<file path="config.mk">
export PLATFORM = sky130hd
export DESIGN_NAME = bcx_exception_log
export DESIGN_NICKNAME = d
export VERILOG_FILES = /design/src/hw/bcx_exception_log.v
export VERILOG_INCLUDE_DIRS = /design/src /design/src/hw
export SDC_FILE = /design/constraint.sdc
export NUM_CORES = 1
export LEC_CHECK = 0
export BUFFER_PORTS_ARGS = -buffer_cell sky130_fd_sc_hd__buf_2
export CORE_MARGIN = 8
export CORE_UTILIZATION = 29
export CTS_CLUSTER_DIAMETER = 40
export DETAILED_ROUTE_END_ITERATION = 7
export GPL_ROUTABILITY_DRIVEN = 0
export SYNTH_ARGS = -nofsm -noshare
export SYNTH_HDL_FRONTEND = slang
export SYNTH_SLANG_ARGS = --single-unit
</file>
<file path="constraint.sdc">
create_clock -name I_CLK -period 3.2 [get_ports I_CLK]
set_input_delay 0.16 -clock I_CLK [delete_from_list [all_inputs] [get_ports I_CLK]]
set_output_delay 0.16 -clock I_CLK [all_outputs]
set_load 0.05 [all_outputs]
</file>
<file path="src/hw/bcx_regs.vh">
`ifndef BCX_REGS_VH
`define BCX_REGS_VH
// Register port indices.
`define BCX_REG_CTRL   4'h0
`define BCX_REG_LOG    4'h6
`define BCX_REG_HPEN   4'h7
`define BCX_REG_HPST   4'h8
`define BCX_REG_STDEN  4'h9
`define BCX_REG_POLL   4'ha
`define BCX_REG_CUR    4'hb
// Control register fields.
`define BCX_CR_START   0
`define BCX_CR_RTRY    1
`define BCX_CR_BUSY    15
`define BCX_CR_HOLD    14
// Command block word offsets.
`define BCX_CB_CTRL    16'h0001
`define BCX_CB_CMD1    16'h0002
`define BCX_CB_DPTR    16'h0004
`define BCX_CB_STAT1   16'h0005
`define BCX_CB_TAIL    16'h0007
// Log entry word offsets.
`define BCX_LG_ISW     16'h0000
`define BCX_LG_PTR     16'h0001
`define BCX_LG_TAIL    16'h0002
// Control word bits, and the TR bit of the command word.
`define BCX_CW_MERR    15
`define BCX_CW_SKIP    14
`define BCX_CW_IC      13
`define BCX_CW_POLL    12
`define BCX_CW_RETRY   11
`define BCX_CW_LAST    10
`define BCX_CW_RTRT    9
`define BCX_CMD_TR     10
// Interrupt status word bits.
`define BCX_IS_ACC     15
`define BCX_IS_POLL    3
`define BCX_IS_RFAIL   2
`define BCX_IS_MERR    1
`define BCX_IS_IC      0
// High-priority status and enable bits.
`define BCX_HP_LAST    0
`define BCX_HP_MERR    1
`define BCX_HP_STD     2
// Reset values.
`define BCX_RST_W16    16'h0000
// Timing.
`define BCX_CLK_NS     20
`define BCX_STEP_NS    16000
`define BCX_STEP_CYC   (`BCX_STEP_NS / `BCX_CLK_NS)
`endif

</file>
<file path="src/hw/bcx_exception_log.v">
// The address-and-strobe port and the placing of the registers are this design's own decisions.
`include "bcx_regs.vh"
`default_nettype none

module bcx_exception_log (
    input  wire        I_CLK,
    input  wire        I_RESET,
    input  wire [3:0]  I_REG_ADDR,
    input  wire [15:0] I_REG_WDATA,
    input  wire        I_REG_WR,
    input  wire        I_REG_RD,
    output reg  [15:0] O_REG_RDATA,
    output reg         O_DMA_REQ,
    input  wire        I_DMA_GNT,
    output reg  [15:0] O_MEM_ADDR,
    output reg  [15:0] O_MEM_WDATA,
    output reg         O_MEM_RD,
    output reg         O_MEM_WR,
    input  wire        I_MEM_ACK,
    input  wire [15:0] I_MEM_RDATA,
    output reg         O_MSG_START,
    output reg  [15:0] O_MSG_CMD,
    output reg         O_MSG_ALT_BUS,
    input  wire        I_MSG_DONE,
    input  wire [15:0] I_MSG_STATUS,
    input  wire        I_MSG_ERROR,
    output reg  [15:0] O_TX_DATA,
    output reg         O_TX_VALID,
    input  wire        I_TX_TAKE,
    output reg         O_HIGH_PRIORITY_IRQ_N,
    output reg         O_STANDARD_IRQ_LEVEL_N,
    output reg         O_STANDARD_IRQ_PULSE_N,
    output wire        O_BUSY
);

    //--------------------------------------------------------------
    // States
    //--------------------------------------------------------------
    localparam [3:0] S_IDLE  = 4'h0;
    localparam [3:0] S_FCTRL = 4'h1;
    localparam [3:0] S_FCMD  = 4'h2;
    localparam [3:0] S_FDPTR = 4'h3;
    localparam [3:0] S_FDATA = 4'h4;
    localparam [3:0] S_RUN   = 4'h5;
    localparam [3:0] S_WSTAT = 4'h6;
    localparam [3:0] S_LISW  = 4'h7;
    localparam [3:0] S_LPTR  = 4'h8;
    localparam [3:0] S_LTAIL = 4'h9;
    localparam [3:0] S_HOLD  = 4'ha;
    localparam [3:0] S_DELAY = 4'hb;
    localparam [3:0] S_WCTRL = 4'hc;
    localparam [3:0] S_RTAIL = 4'hd;
    localparam [3:0] S_DHOLD = 4'he;

    localparam integer STEP_INT = `BCX_STEP_CYC;
    localparam [9:0]   STEP_CYC = STEP_INT[9:0];

    reg  [3:0]  st_r;
    reg  [3:0]  st_nxt;
    reg  [15:0] log_r;
    reg  [15:0] cur_r;
    reg  [15:0] blk_r;
    reg  [15:0] ctrl_r;
    reg  [15:0] dptr_r;
    reg  [15:0] idx_r;
    reg  [15:0] stat_r;
    reg  [15:0] isw_r;
    reg  [15:0] poll_r;
    reg  [2:0]  hpen_r;
    reg  [2:0]  hpst_r;
    reg  [2:0]  hpst_nxt;
    reg  [2:0]  hpst_set;
    reg  [3:0]  stden_r;
    reg  [2:0]  gcfg_r;
    reg  [1:0]  rcnt_r;
    reg         first_r;
    reg         err_blk_r;
    reg         retry_r;
    reg         hold_r;
    reg         skip_r;
    reg         need_tx_r;
    reg  [9:0]  presc_r;
    reg  [7:0]  ticks_r;
    reg  [15:0] rdat_nxt;
    reg  [3:0]  cont_st;

    wire        xfer    = I_DMA_GNT & I_MEM_ACK;
    wire        start   = I_REG_WR & (I_REG_ADDR == `BCX_REG_CTRL)
                          & I_REG_WDATA[`BCX_CR_START] & (st_r == S_IDLE);
    wire        last_blk = ctrl_r[`BCX_CW_LAST];
    wire        err_now = I_MSG_ERROR | I_MSG_STATUS[`BCX_CW_MERR];
    wire        poll_hit = ctrl_r[`BCX_CW_POLL] & (|(I_MSG_STATUS & poll_r));
    wire        rtry_ok = err_now & ctrl_r[`BCX_CW_RETRY] & gcfg_r[0];
    wire        fetch   = (st_r == S_RUN) & need_tx_r & ~O_TX_VALID;
    wire [15:0] raw_ev;

    assign O_BUSY = (st_r != S_IDLE);

    // Event bits are set to one when the condition occurred.
    assign raw_ev = {12'h000,
                     poll_hit,
                     rtry_ok & (rcnt_r == 2'b00),
                     err_now,
                     ctrl_r[`BCX_CW_IC]};

    //--------------------------------------------------------------
    // Sequencing
    //--------------------------------------------------------------
    // Shared exit after the log and hold steps; a pending retry keeps the
    // block, and the end of the list beats both.
    always @* begin
        if (last_blk) begin
            cont_st = S_IDLE;
        end else if (retry_r) begin
            cont_st = S_FCTRL;
        end else begin
            cont_st = S_DELAY;
        end
    end

    always @* begin
        st_nxt = st_r;
        case (st_r)
            S_IDLE: begin
                if (start) begin
                    st_nxt = S_FCTRL;
                end
            end
            S_FCTRL: begin
                if (xfer) begin
                    st_nxt = S_FCMD;
                end
            end
            S_FCMD: begin
                if (xfer) begin
                    st_nxt = S_FDPTR;
                end
            end
            S_FDPTR: begin
                if (xfer) begin
                    if (ctrl_r[`BCX_CW_SKIP]) begin
                        st_nxt = (|(raw_ev[0] & stden_r[0])) ? S_LISW : cont_st;
                    end else if (~O_MSG_CMD[`BCX_CMD_TR] & ~ctrl_r[`BCX_CW_RTRT]) begin
                        st_nxt = S_FDATA;
                    end else begin
                        st_nxt = S_RUN;
                    end
                end
            end
            S_FDATA: begin
                if (xfer) begin
                    st_nxt = S_RUN;
                end
            end
            S_RUN: begin
                if (I_MSG_DONE) begin
                    st_nxt = S_WSTAT;
                end
            end
            S_WSTAT: begin
                if (xfer) begin
                    if (|isw_r) begin
                        st_nxt = S_LISW;
                    end else if (hold_r) begin
                        st_nxt = S_HOLD;
                    end else begin
                        st_nxt = cont_st;
                    end
                end
            end
            S_LISW: begin
                if (xfer) begin
                    st_nxt = S_LPTR;
                end
            end
            S_LPTR: begin
                if (xfer) begin
                    st_nxt = S_LTAIL;
                end
            end
            S_LTAIL: begin
                if (xfer) begin
                    st_nxt = hold_r ? S_HOLD : cont_st;
                end
            end
            S_HOLD: begin
                if (~hpst_r[`BCX_HP_MERR]) begin
                    st_nxt = cont_st;
                end
            end
            S_DELAY: begin
                if (ticks_r == 8'h00) begin
                    st_nxt = err_blk_r ? S_WCTRL : S_RTAIL;
                end
            end
            S_WCTRL: begin
                if (xfer) begin
                    st_nxt = S_RTAIL;
                end
            end
            S_RTAIL: begin
                if (xfer) begin
                    st_nxt = S_DHOLD;
                end
            end
            S_DHOLD: begin
                st_nxt = S_FCTRL;
            end
            default: begin
                st_nxt = S_IDLE;
            end
        endcase
    end

    //--------------------------------------------------------------
    // Memory port
    //--------------------------------------------------------------
    // The request stays up across a whole sequence so that it runs as one
    // burst; only the idle, running, hold and delay states let go of the bus.
    always @* begin
        O_DMA_REQ   = 1'b1;
        O_MEM_RD    = 1'b0;
        O_MEM_WR    = 1'b0;
        O_MEM_ADDR  = `BCX_RST_W16;
        O_MEM_WDATA = `BCX_RST_W16;
        case (st_r)
            S_FCTRL: begin
                O_MEM_RD   = I_DMA_GNT;
                O_MEM_ADDR = blk_r + `BCX_CB_CTRL;
            end
            S_FCMD: begin
                O_MEM_RD   = I_DMA_GNT;
                O_MEM_ADDR = blk_r + `BCX_CB_CMD1;
            end
            S_FDPTR: begin
                O_MEM_RD   = I_DMA_GNT;
                O_MEM_ADDR = blk_r + `BCX_CB_DPTR;
            end
            S_FDATA: begin
                O_MEM_RD   = I_DMA_GNT;
                O_MEM_ADDR = dptr_r;
            end
            S_RUN: begin
                O_DMA_REQ  = fetch;
                O_MEM_RD   = fetch & I_DMA_GNT;
                O_MEM_ADDR = dptr_r + idx_r;
            end
            S_WSTAT: begin
                O_MEM_WR    = I_DMA_GNT;
                O_MEM_ADDR  = blk_r + `BCX_CB_STAT1;
                O_MEM_WDATA = stat_r;
            end
            S_LISW: begin
                O_MEM_WR    = I_DMA_GNT;
                O_MEM_ADDR  = log_r + `BCX_LG_ISW;
                O_MEM_WDATA = isw_r | (16'h0001 << `BCX_IS_ACC);
            end
            S_LPTR: begin
                O_MEM_WR    = I_DMA_GNT;
                O_MEM_ADDR  = log_r + `BCX_LG_PTR;
                O_MEM_WDATA = blk_r;
            end
            S_LTAIL: begin
                O_MEM_RD   = I_DMA_GNT;
                O_MEM_ADDR = log_r + `BCX_LG_TAIL;
            end
            S_WCTRL: begin
                O_MEM_WR    = I_DMA_GNT;
                O_MEM_ADDR  = blk_r + `BCX_CB_CTRL;
                O_MEM_WDATA = ctrl_r;
            end
            S_RTAIL: begin
                O_MEM_RD   = I_DMA_GNT;
                O_MEM_ADDR = blk_r + `BCX_CB_TAIL;
            end
            S_DHOLD: begin
                O_DMA_REQ = 1'b1;
            end
            default: begin
                O_DMA_REQ = 1'b0;
            end
        endcase
    end

    //--------------------------------------------------------------
    // Interrupt causes
    //--------------------------------------------------------------
    always @* begin
        hpst_set = 3'b000;
        if ((st_r == S_RUN) & I_MSG_DONE & err_now) begin
            hpst_set[`BCX_HP_MERR] = hpen_r[`BCX_HP_MERR];
        end
        if (((st_r == S_LTAIL) | (st_r == S_WSTAT) | (st_r == S_HOLD)
             | (st_r == S_FDPTR)) & (st_nxt == S_IDLE)) begin
            hpst_set[`BCX_HP_LAST] = hpen_r[`BCX_HP_LAST];
        end
        if ((st_r == S_LTAIL) & xfer) begin
            hpst_set[`BCX_HP_STD] = hpen_r[`BCX_HP_STD];
        end
        // A cause raised in the same cycle as its clear survives.
        hpst_nxt = hpst_r;
        if (I_REG_WR & (I_REG_ADDR == `BCX_REG_HPST)) begin
            hpst_nxt = hpst_r & ~I_REG_WDATA[2:0];
        end
        hpst_nxt = hpst_nxt | hpst_set;
    end

    always @* begin
        case (I_REG_ADDR)
            `BCX_REG_CTRL:  rdat_nxt = {O_BUSY, st_r == S_HOLD, 10'h000, gcfg_r, 1'b0};
            `BCX_REG_LOG:   rdat_nxt = log_r;
            `BCX_REG_HPEN:  rdat_nxt = {13'h0000, hpen_r};
            `BCX_REG_HPST:  rdat_nxt = {13'h0000, hpst_r};
            `BCX_REG_STDEN: rdat_nxt = {12'h000, stden_r};
            `BCX_REG_POLL:  rdat_nxt = poll_r;
            `BCX_REG_CUR:   rdat_nxt = cur_r;
            default:        rdat_nxt = `BCX_RST_W16;
        endcase
    end

    //--------------------------------------------------------------
    // Registers
    //--------------------------------------------------------------
    always @(posedge I_CLK) begin
        if (I_RESET) begin
            st_r                   <= S_IDLE;
            log_r                  <= `BCX_RST_W16;
            cur_r                  <= `BCX_RST_W16;
            blk_r                  <= `BCX_RST_W16;
            ctrl_r                 <= `BCX_RST_W16;
            dptr_r                 <= `BCX_RST_W16;
            idx_r                  <= `BCX_RST_W16;
            stat_r                 <= `BCX_RST_W16;
            isw_r                  <= `BCX_RST_W16;
            poll_r                 <= `BCX_RST_W16;
            hpen_r                 <= 3'b000;
            hpst_r                 <= 3'b000;
            stden_r                <= 4'h0;
            gcfg_r                 <= 3'b000;
            rcnt_r                 <= 2'b00;
            first_r                <= 1'b0;
            err_blk_r              <= 1'b0;
            retry_r                <= 1'b0;
            hold_r                 <= 1'b0;
            skip_r                 <= 1'b0;
            need_tx_r              <= 1'b0;
            presc_r                <= 10'h000;
            ticks_r                <= 8'h00;
            O_REG_RDATA            <= `BCX_RST_W16;
            O_MSG_START            <= 1'b0;
            O_MSG_CMD              <= `BCX_RST_W16;
            O_MSG_ALT_BUS          <= 1'b0;
            O_TX_DATA              <= `BCX_RST_W16;
            O_TX_VALID             <= 1'b0;
            O_HIGH_PRIORITY_IRQ_N  <= 1'b1;
            O_STANDARD_IRQ_LEVEL_N <= 1'b1;
            O_STANDARD_IRQ_PULSE_N <= 1'b1;
        end else begin
            st_r        <= st_nxt;
            hpst_r      <= hpst_nxt;
            O_REG_RDATA <= I_REG_RD ? rdat_nxt : `BCX_RST_W16;
            O_MSG_START <= 1'b0;
            O_HIGH_PRIORITY_IRQ_N  <= ~(|hpst_nxt[1:0]);
            O_STANDARD_IRQ_LEVEL_N <= ~hpst_nxt[`BCX_HP_STD];
            O_STANDARD_IRQ_PULSE_N <= ~((st_r == S_LTAIL) & xfer);
            if (I_REG_WR) begin
                case (I_REG_ADDR)
                    `BCX_REG_CTRL:  gcfg_r  <= I_REG_WDATA[3:1];
                    `BCX_REG_LOG:   log_r   <= I_REG_WDATA;
                    `BCX_REG_HPEN:  hpen_r  <= I_REG_WDATA[2:0];
                    `BCX_REG_STDEN: stden_r <= I_REG_WDATA[3:0];
                    `BCX_REG_POLL:  poll_r  <= I_REG_WDATA;
                    `BCX_REG_CUR:   cur_r   <= I_REG_WDATA;
                    default:        ;
                endcase
            end
            if (start) begin
                blk_r         <= cur_r;
                first_r       <= 1'b1;
                err_blk_r     <= 1'b0;
                retry_r       <= 1'b0;
                O_MSG_ALT_BUS <= 1'b0;
                // The start write itself carries the retry count of the first block.
                rcnt_r        <= I_REG_WDATA[3:2];
            end
            // Delay timer: whole steps, held across retries of the block.
            if (ticks_r != 8'h00) begin
                if (presc_r == STEP_CYC - 10'h001) begin
                    presc_r <= 10'h000;
                    ticks_r <= ticks_r - 8'h01;
                end else begin
                    presc_r <= presc_r + 10'h001;
                end
            end
            case (st_r)
                S_FCTRL: begin
                    if (xfer) begin
                        // A retry re-read must not lose the error mark.
                        ctrl_r <= I_MEM_RDATA | {err_blk_r, 15'h0000};
                    end
                end
                S_FCMD: begin
                    if (xfer) begin
                        O_MSG_CMD <= I_MEM_RDATA;
                    end
                end
                S_FDPTR: begin
                    if (xfer) begin
                        dptr_r    <= I_MEM_RDATA;
                        idx_r     <= `BCX_RST_W16;
                        skip_r    <= ctrl_r[`BCX_CW_SKIP];
                        retry_r   <= 1'b0;
                        hold_r    <= 1'b0;
                        isw_r     <= {15'h0000, ctrl_r[`BCX_CW_IC] & stden_r[0]};
                        need_tx_r <= ~O_MSG_CMD[`BCX_CMD_TR] & ~ctrl_r[`BCX_CW_RTRT];
                        if (first_r) begin
                            first_r <= 1'b0;
                            presc_r <= 10'h000;
                            ticks_r <= ctrl_r[7:0];
                        end
                        if (~ctrl_r[`BCX_CW_SKIP] & (O_MSG_CMD[`BCX_CMD_TR] | ctrl_r[`BCX_CW_RTRT])) begin
                            O_MSG_START <= 1'b1;
                        end
                    end
                end
                S_FDATA: begin
                    if (xfer) begin
                        O_TX_DATA   <= I_MEM_RDATA;
                        O_TX_VALID  <= 1'b1;
                        idx_r       <= 16'h0001;
                        O_MSG_START <= 1'b1;
                    end
                end
                S_RUN: begin
                    if (I_TX_TAKE & O_TX_VALID) begin
                        O_TX_VALID <= 1'b0;
                    end else if (fetch & xfer) begin
                        O_TX_DATA  <= I_MEM_RDATA;
                        O_TX_VALID <= 1'b1;
                        idx_r      <= idx_r + 16'h0001;
                    end
                    if (I_MSG_DONE) begin
                        O_TX_VALID <= 1'b0;
                        need_tx_r  <= 1'b0;
                        stat_r     <= I_MSG_STATUS;
                        isw_r      <= raw_ev & {12'h000, stden_r};
                        hold_r     <= err_now & hpen_r[`BCX_HP_MERR];
                        retry_r    <= rtry_ok & (rcnt_r != 2'b00);
                        if (err_now) begin
                            err_blk_r <= 1'b1;
                            ctrl_r[`BCX_CW_MERR] <= 1'b1;
                        end
                        if (rtry_ok & (rcnt_r != 2'b00)) begin
                            rcnt_r        <= rcnt_r - 2'b01;
                            O_MSG_ALT_BUS <= ~O_MSG_ALT_BUS;
                        end
                    end
                end
                S_LTAIL: begin
                    if (xfer) begin
                        log_r <= I_MEM_RDATA;
                    end
                end
                S_RTAIL: begin
                    if (xfer) begin
                        cur_r <= I_MEM_RDATA;
                        blk_r <= I_MEM_RDATA;
                    end
                end
                S_DHOLD: begin
                    first_r       <= 1'b1;
                    err_blk_r     <= 1'b0;
                    O_MSG_ALT_BUS <= 1'b0;
                    rcnt_r        <= gcfg_r[2:1];
                end
                default: ;
            endcase
        end
    end

endmodule // bcx_exception_log

`default_nettype wire

</file>
==> results.json <==
{
  "cts-root-buf": "clkbuf_16",
  "dieArea_sq_um": 51800,
  "die_x_um": 228,
  "htreeDepth": 2,
  "critPathLaunchType": "flip-flop",
  "switching_power_w": 0.00183,
  "ant_nets": 0,
  "cp_max_fo": 5,
  "path_clk_slew_ps": 50,
  "most-common-layout-cells": "387 x nand2_1, 222 x dfxtp_1, 170 x a21oi_1",
  "post-route-period-util": 1.06,
  "fillers": 4511,
  "pin_count": 151,
  "met1_length_mm": 22.8,
  "rows": 77,
  "die_h_um": 228,
  "n_antenna_cell": 0,
  "wl_per_cell_um": 21.3,
  "drc": 0,
  "grt_max_degree": 109,
  "synth_area_sq_um": 13000,
  "synth-edff-count": 0,
  "power_w": 0.00778,
  "clock_skew_ps": 12.0,
  "first_pass_iters": 8,
  "hpwlAfterDp_mm": 39.7,
  "p_per_area_nw_per_um2": 454,
  "min_path_type": "input port to flip-flop",
  "drt-initial-drc-count": 1634,
  "grt_pass1_vias": 13500,
  "setup_slack_ps": -206,
  "internal_power_w": 0.00595,
  "seqPwrFrac": 0.369,
  "cts_sinks": 228,
  "clkLatencyLatePin_ps": 560,
  "maxSlewViolCount": 0,
  "final_common_cell": "nand2_1",
  "status": "finished, violations left",
  "hold_viol_final": 0,
  "combinationalPowerShare": 0.042,
  "synth_nets": 1828,
  "layout-drive-gt1-share": 0.198,
  "vias": 14300,
  "avgSynthCellArea_sq_um": 7.46,
  "synth_ff_type": "dfxtp_1",
  "port_buffers": 150,
  "area_growth_pct": 31.8,
  "grt_pass1_wl_mm": 82.2,
  "fmax_ghz": 0.294,
  "core-area_sq_um": 44200,
  "placed_area_sq_um": 14700,
  "ir_drop_mv": 0.367,
  "synth_seq_cells": 228,
  "p_clk_frac": 0.589,
  "path_class": "flip-flop to output port",
  "cts_buffer_depth": 3,
  "p_sw_frac": 0.235,
  "routed_wl_mm": 54.7,
  "cts_buffers": 40,
  "grt.total_usage": 0.204,
  "leakage_nw": 6.11,
  "max_cap_violations": 0,
  "fin_area_sq_um": 17100,
  "slew_headroom": 0.357,
  "period_needed_ps": 3410,
  "wl_met3_mm": 5.18,
  "worst_pin_slew_ps": 965,
  "violations": "negative setup slack",
  "rsz0062_at_grt": "yes",
  "nets": 2024,
  "vias_per_cell": 5.57,
  "crit_arrival_ps": 3250,
  "ys_seq_area_frac": 0.352,
  "cp-end-kind": "output port",
  "ys_async_sr_fraction": 0,
  "syn_inst": 1741,
  "top_layer_used": "met4",
  "cts_tree": "done",
  "initial_core_util": 0.294,
  "setup_viol": 8,
  "gr-total-overflow": 0,
  "worst_ep_required_time_ps": 3040,
  "yosys_warnings": 0,
  "grt_antenna_before_repair": 1,
  "met2WireLength_mm": 24.2,
  "ys_types": 84
}
cells in the mapped netlist, drive strengths merged (11+ instances only):
library cell    n  share of area
a211oi         11         0.0064
a21oi         175          0.068
a221oi         15          0.010
a22oi          46          0.027
a311oi         19          0.013
a31oi          45          0.022
and2           12         0.0058
buf            53          0.021
clkbuf         81          0.024
dfxtp         228           0.35
ha             24          0.023
inv            29         0.0084
mux2i          12         0.0093
nand2         389           0.11
nand2b         16         0.0077
nand3          63          0.024
nand4          26          0.013
nor2          129          0.037
nor3           37          0.016
nor4           11         0.0081
o211ai         13         0.0075
o21ai          54          0.021
o21bai         18          0.010
o22ai          12         0.0058
or3            13         0.0063
xnor2          45          0.030
xor2           28          0.019
kinds of logic (layout without fill, tap and decap cells):
logic type      count (synthesis)  count (layout)  synth area share
simple gates                  755             755             0.269
compound gates                483             483             0.241
flops                         228             228             0.352
buf+inv                       163             391            0.0530
xor+xnor                       73              73            0.0492
fa+ha+maj                      26              26            0.0262
mux                            13              13            0.0101
routing by layer:
metal | track usage | up-vias
li1 | - | 6626
met1 | 0.272 | 6709
met2 | 0.318 | 783
met3 | 0.0384 | 148
met4 | 0.0890 | 0
met5 | 0 | -
stage by stage:
| stage | utilization | worst slack [ps] | TNS [ps] | std cells | hold slack [ps] |
|---|---|---|---|---|---|
| floorplan | - | -9.98 | -9.98 | 1741 | 296 |
| finish | 0.387 | -206 | -1030 | 2561 | 47.5 |
| detailed placement | 0.331 | 141 | 0 | 2424 | 421 |
| global placement | 0.331 | 169 | 0 | 2424 | 422 |
| CTS | 0.381 | -219 | -960 | 2556 | 23.4 |
| global route | 0.387 | -354 | -1960 | 2561 | 75.2 |
final cells by class:
class / instances / area [sq um] / area share
tap: 592 / 741 / 0.0433
inverter: 29 / 109 / 0.00636
timing repair buffer: 288 / 2140 / 0.125
clock inverter: 25 / 347 / 0.0203
sequential: 228 / 4570 / 0.267
clock buffer: 49 / 1080 / 0.0629
multi-input combinational: 1350 / 8130 / 0.475
path summary, 6_finish.rpt:
kind	slack [ps]	endpoint	startpoint	cells after the start
max	-210	O_MEM_ADDR[15]	st_r[3]	13
min	50	gcfg_r[0]	I_REG_ADDR[2]	4
max reg2reg	390	rcnt_r[0]	st_r[3]	9
min reg2reg	450	O_MSG_CMD[8]	O_MSG_CMD[8]	2
critical path, cell delays in order, from the launching register on:
cell and delay, ps:
dfxtp_2 350, buf_6 110, buf_6 90, and4bb_4 290
nand2_4 70, o21ai_4 80, ha_4 200, nand3_4 90
nor4_4 260, a22oi_2 140, or3_1 390, a311oi_2 240
o211ai_1 160, buf_4 230
registers in the layout (all words and copies together), names as in the netlist, 2 cells and up:
signal,cells
O_TX_DATA,16
st_r,4
gcfg_r,3
log_r,16
hpen_r,3
ticks_r,8
isw_r,4
O_REG_RDATA,16
presc_r,10
blk_r,16
stat_r,16
dptr_r,16
hpst_r,3
idx_r,16
cur_r,16
stden_r,4
rcnt_r,2
poll_r,16
ctrl_r,16
O_MSG_CMD,16
repair_timing:
item	4_1_cts	5_1_grt
pin swaps	22	28
endpoints found under the hold margin	134	0
hold buffers	51	0
resized for setup	46	58
setup endpoints to repair	16	17
gates cloned	0	1
setup buffers	7	4
power groups by stage:
stage                     combinational [W]  clock (W)  sequential (W)
final                              0.000325    0.00458         0.00287
after global routing               0.000344    0.00477         0.00287
after CTS                          0.000317    0.00465         0.00287
after detailed placement           0.000267          0         0.00293
after global placement             0.000265          0         0.00293
after floorplan                    0.000126          0         0.00292
Power figures use the tool's default switching activity.
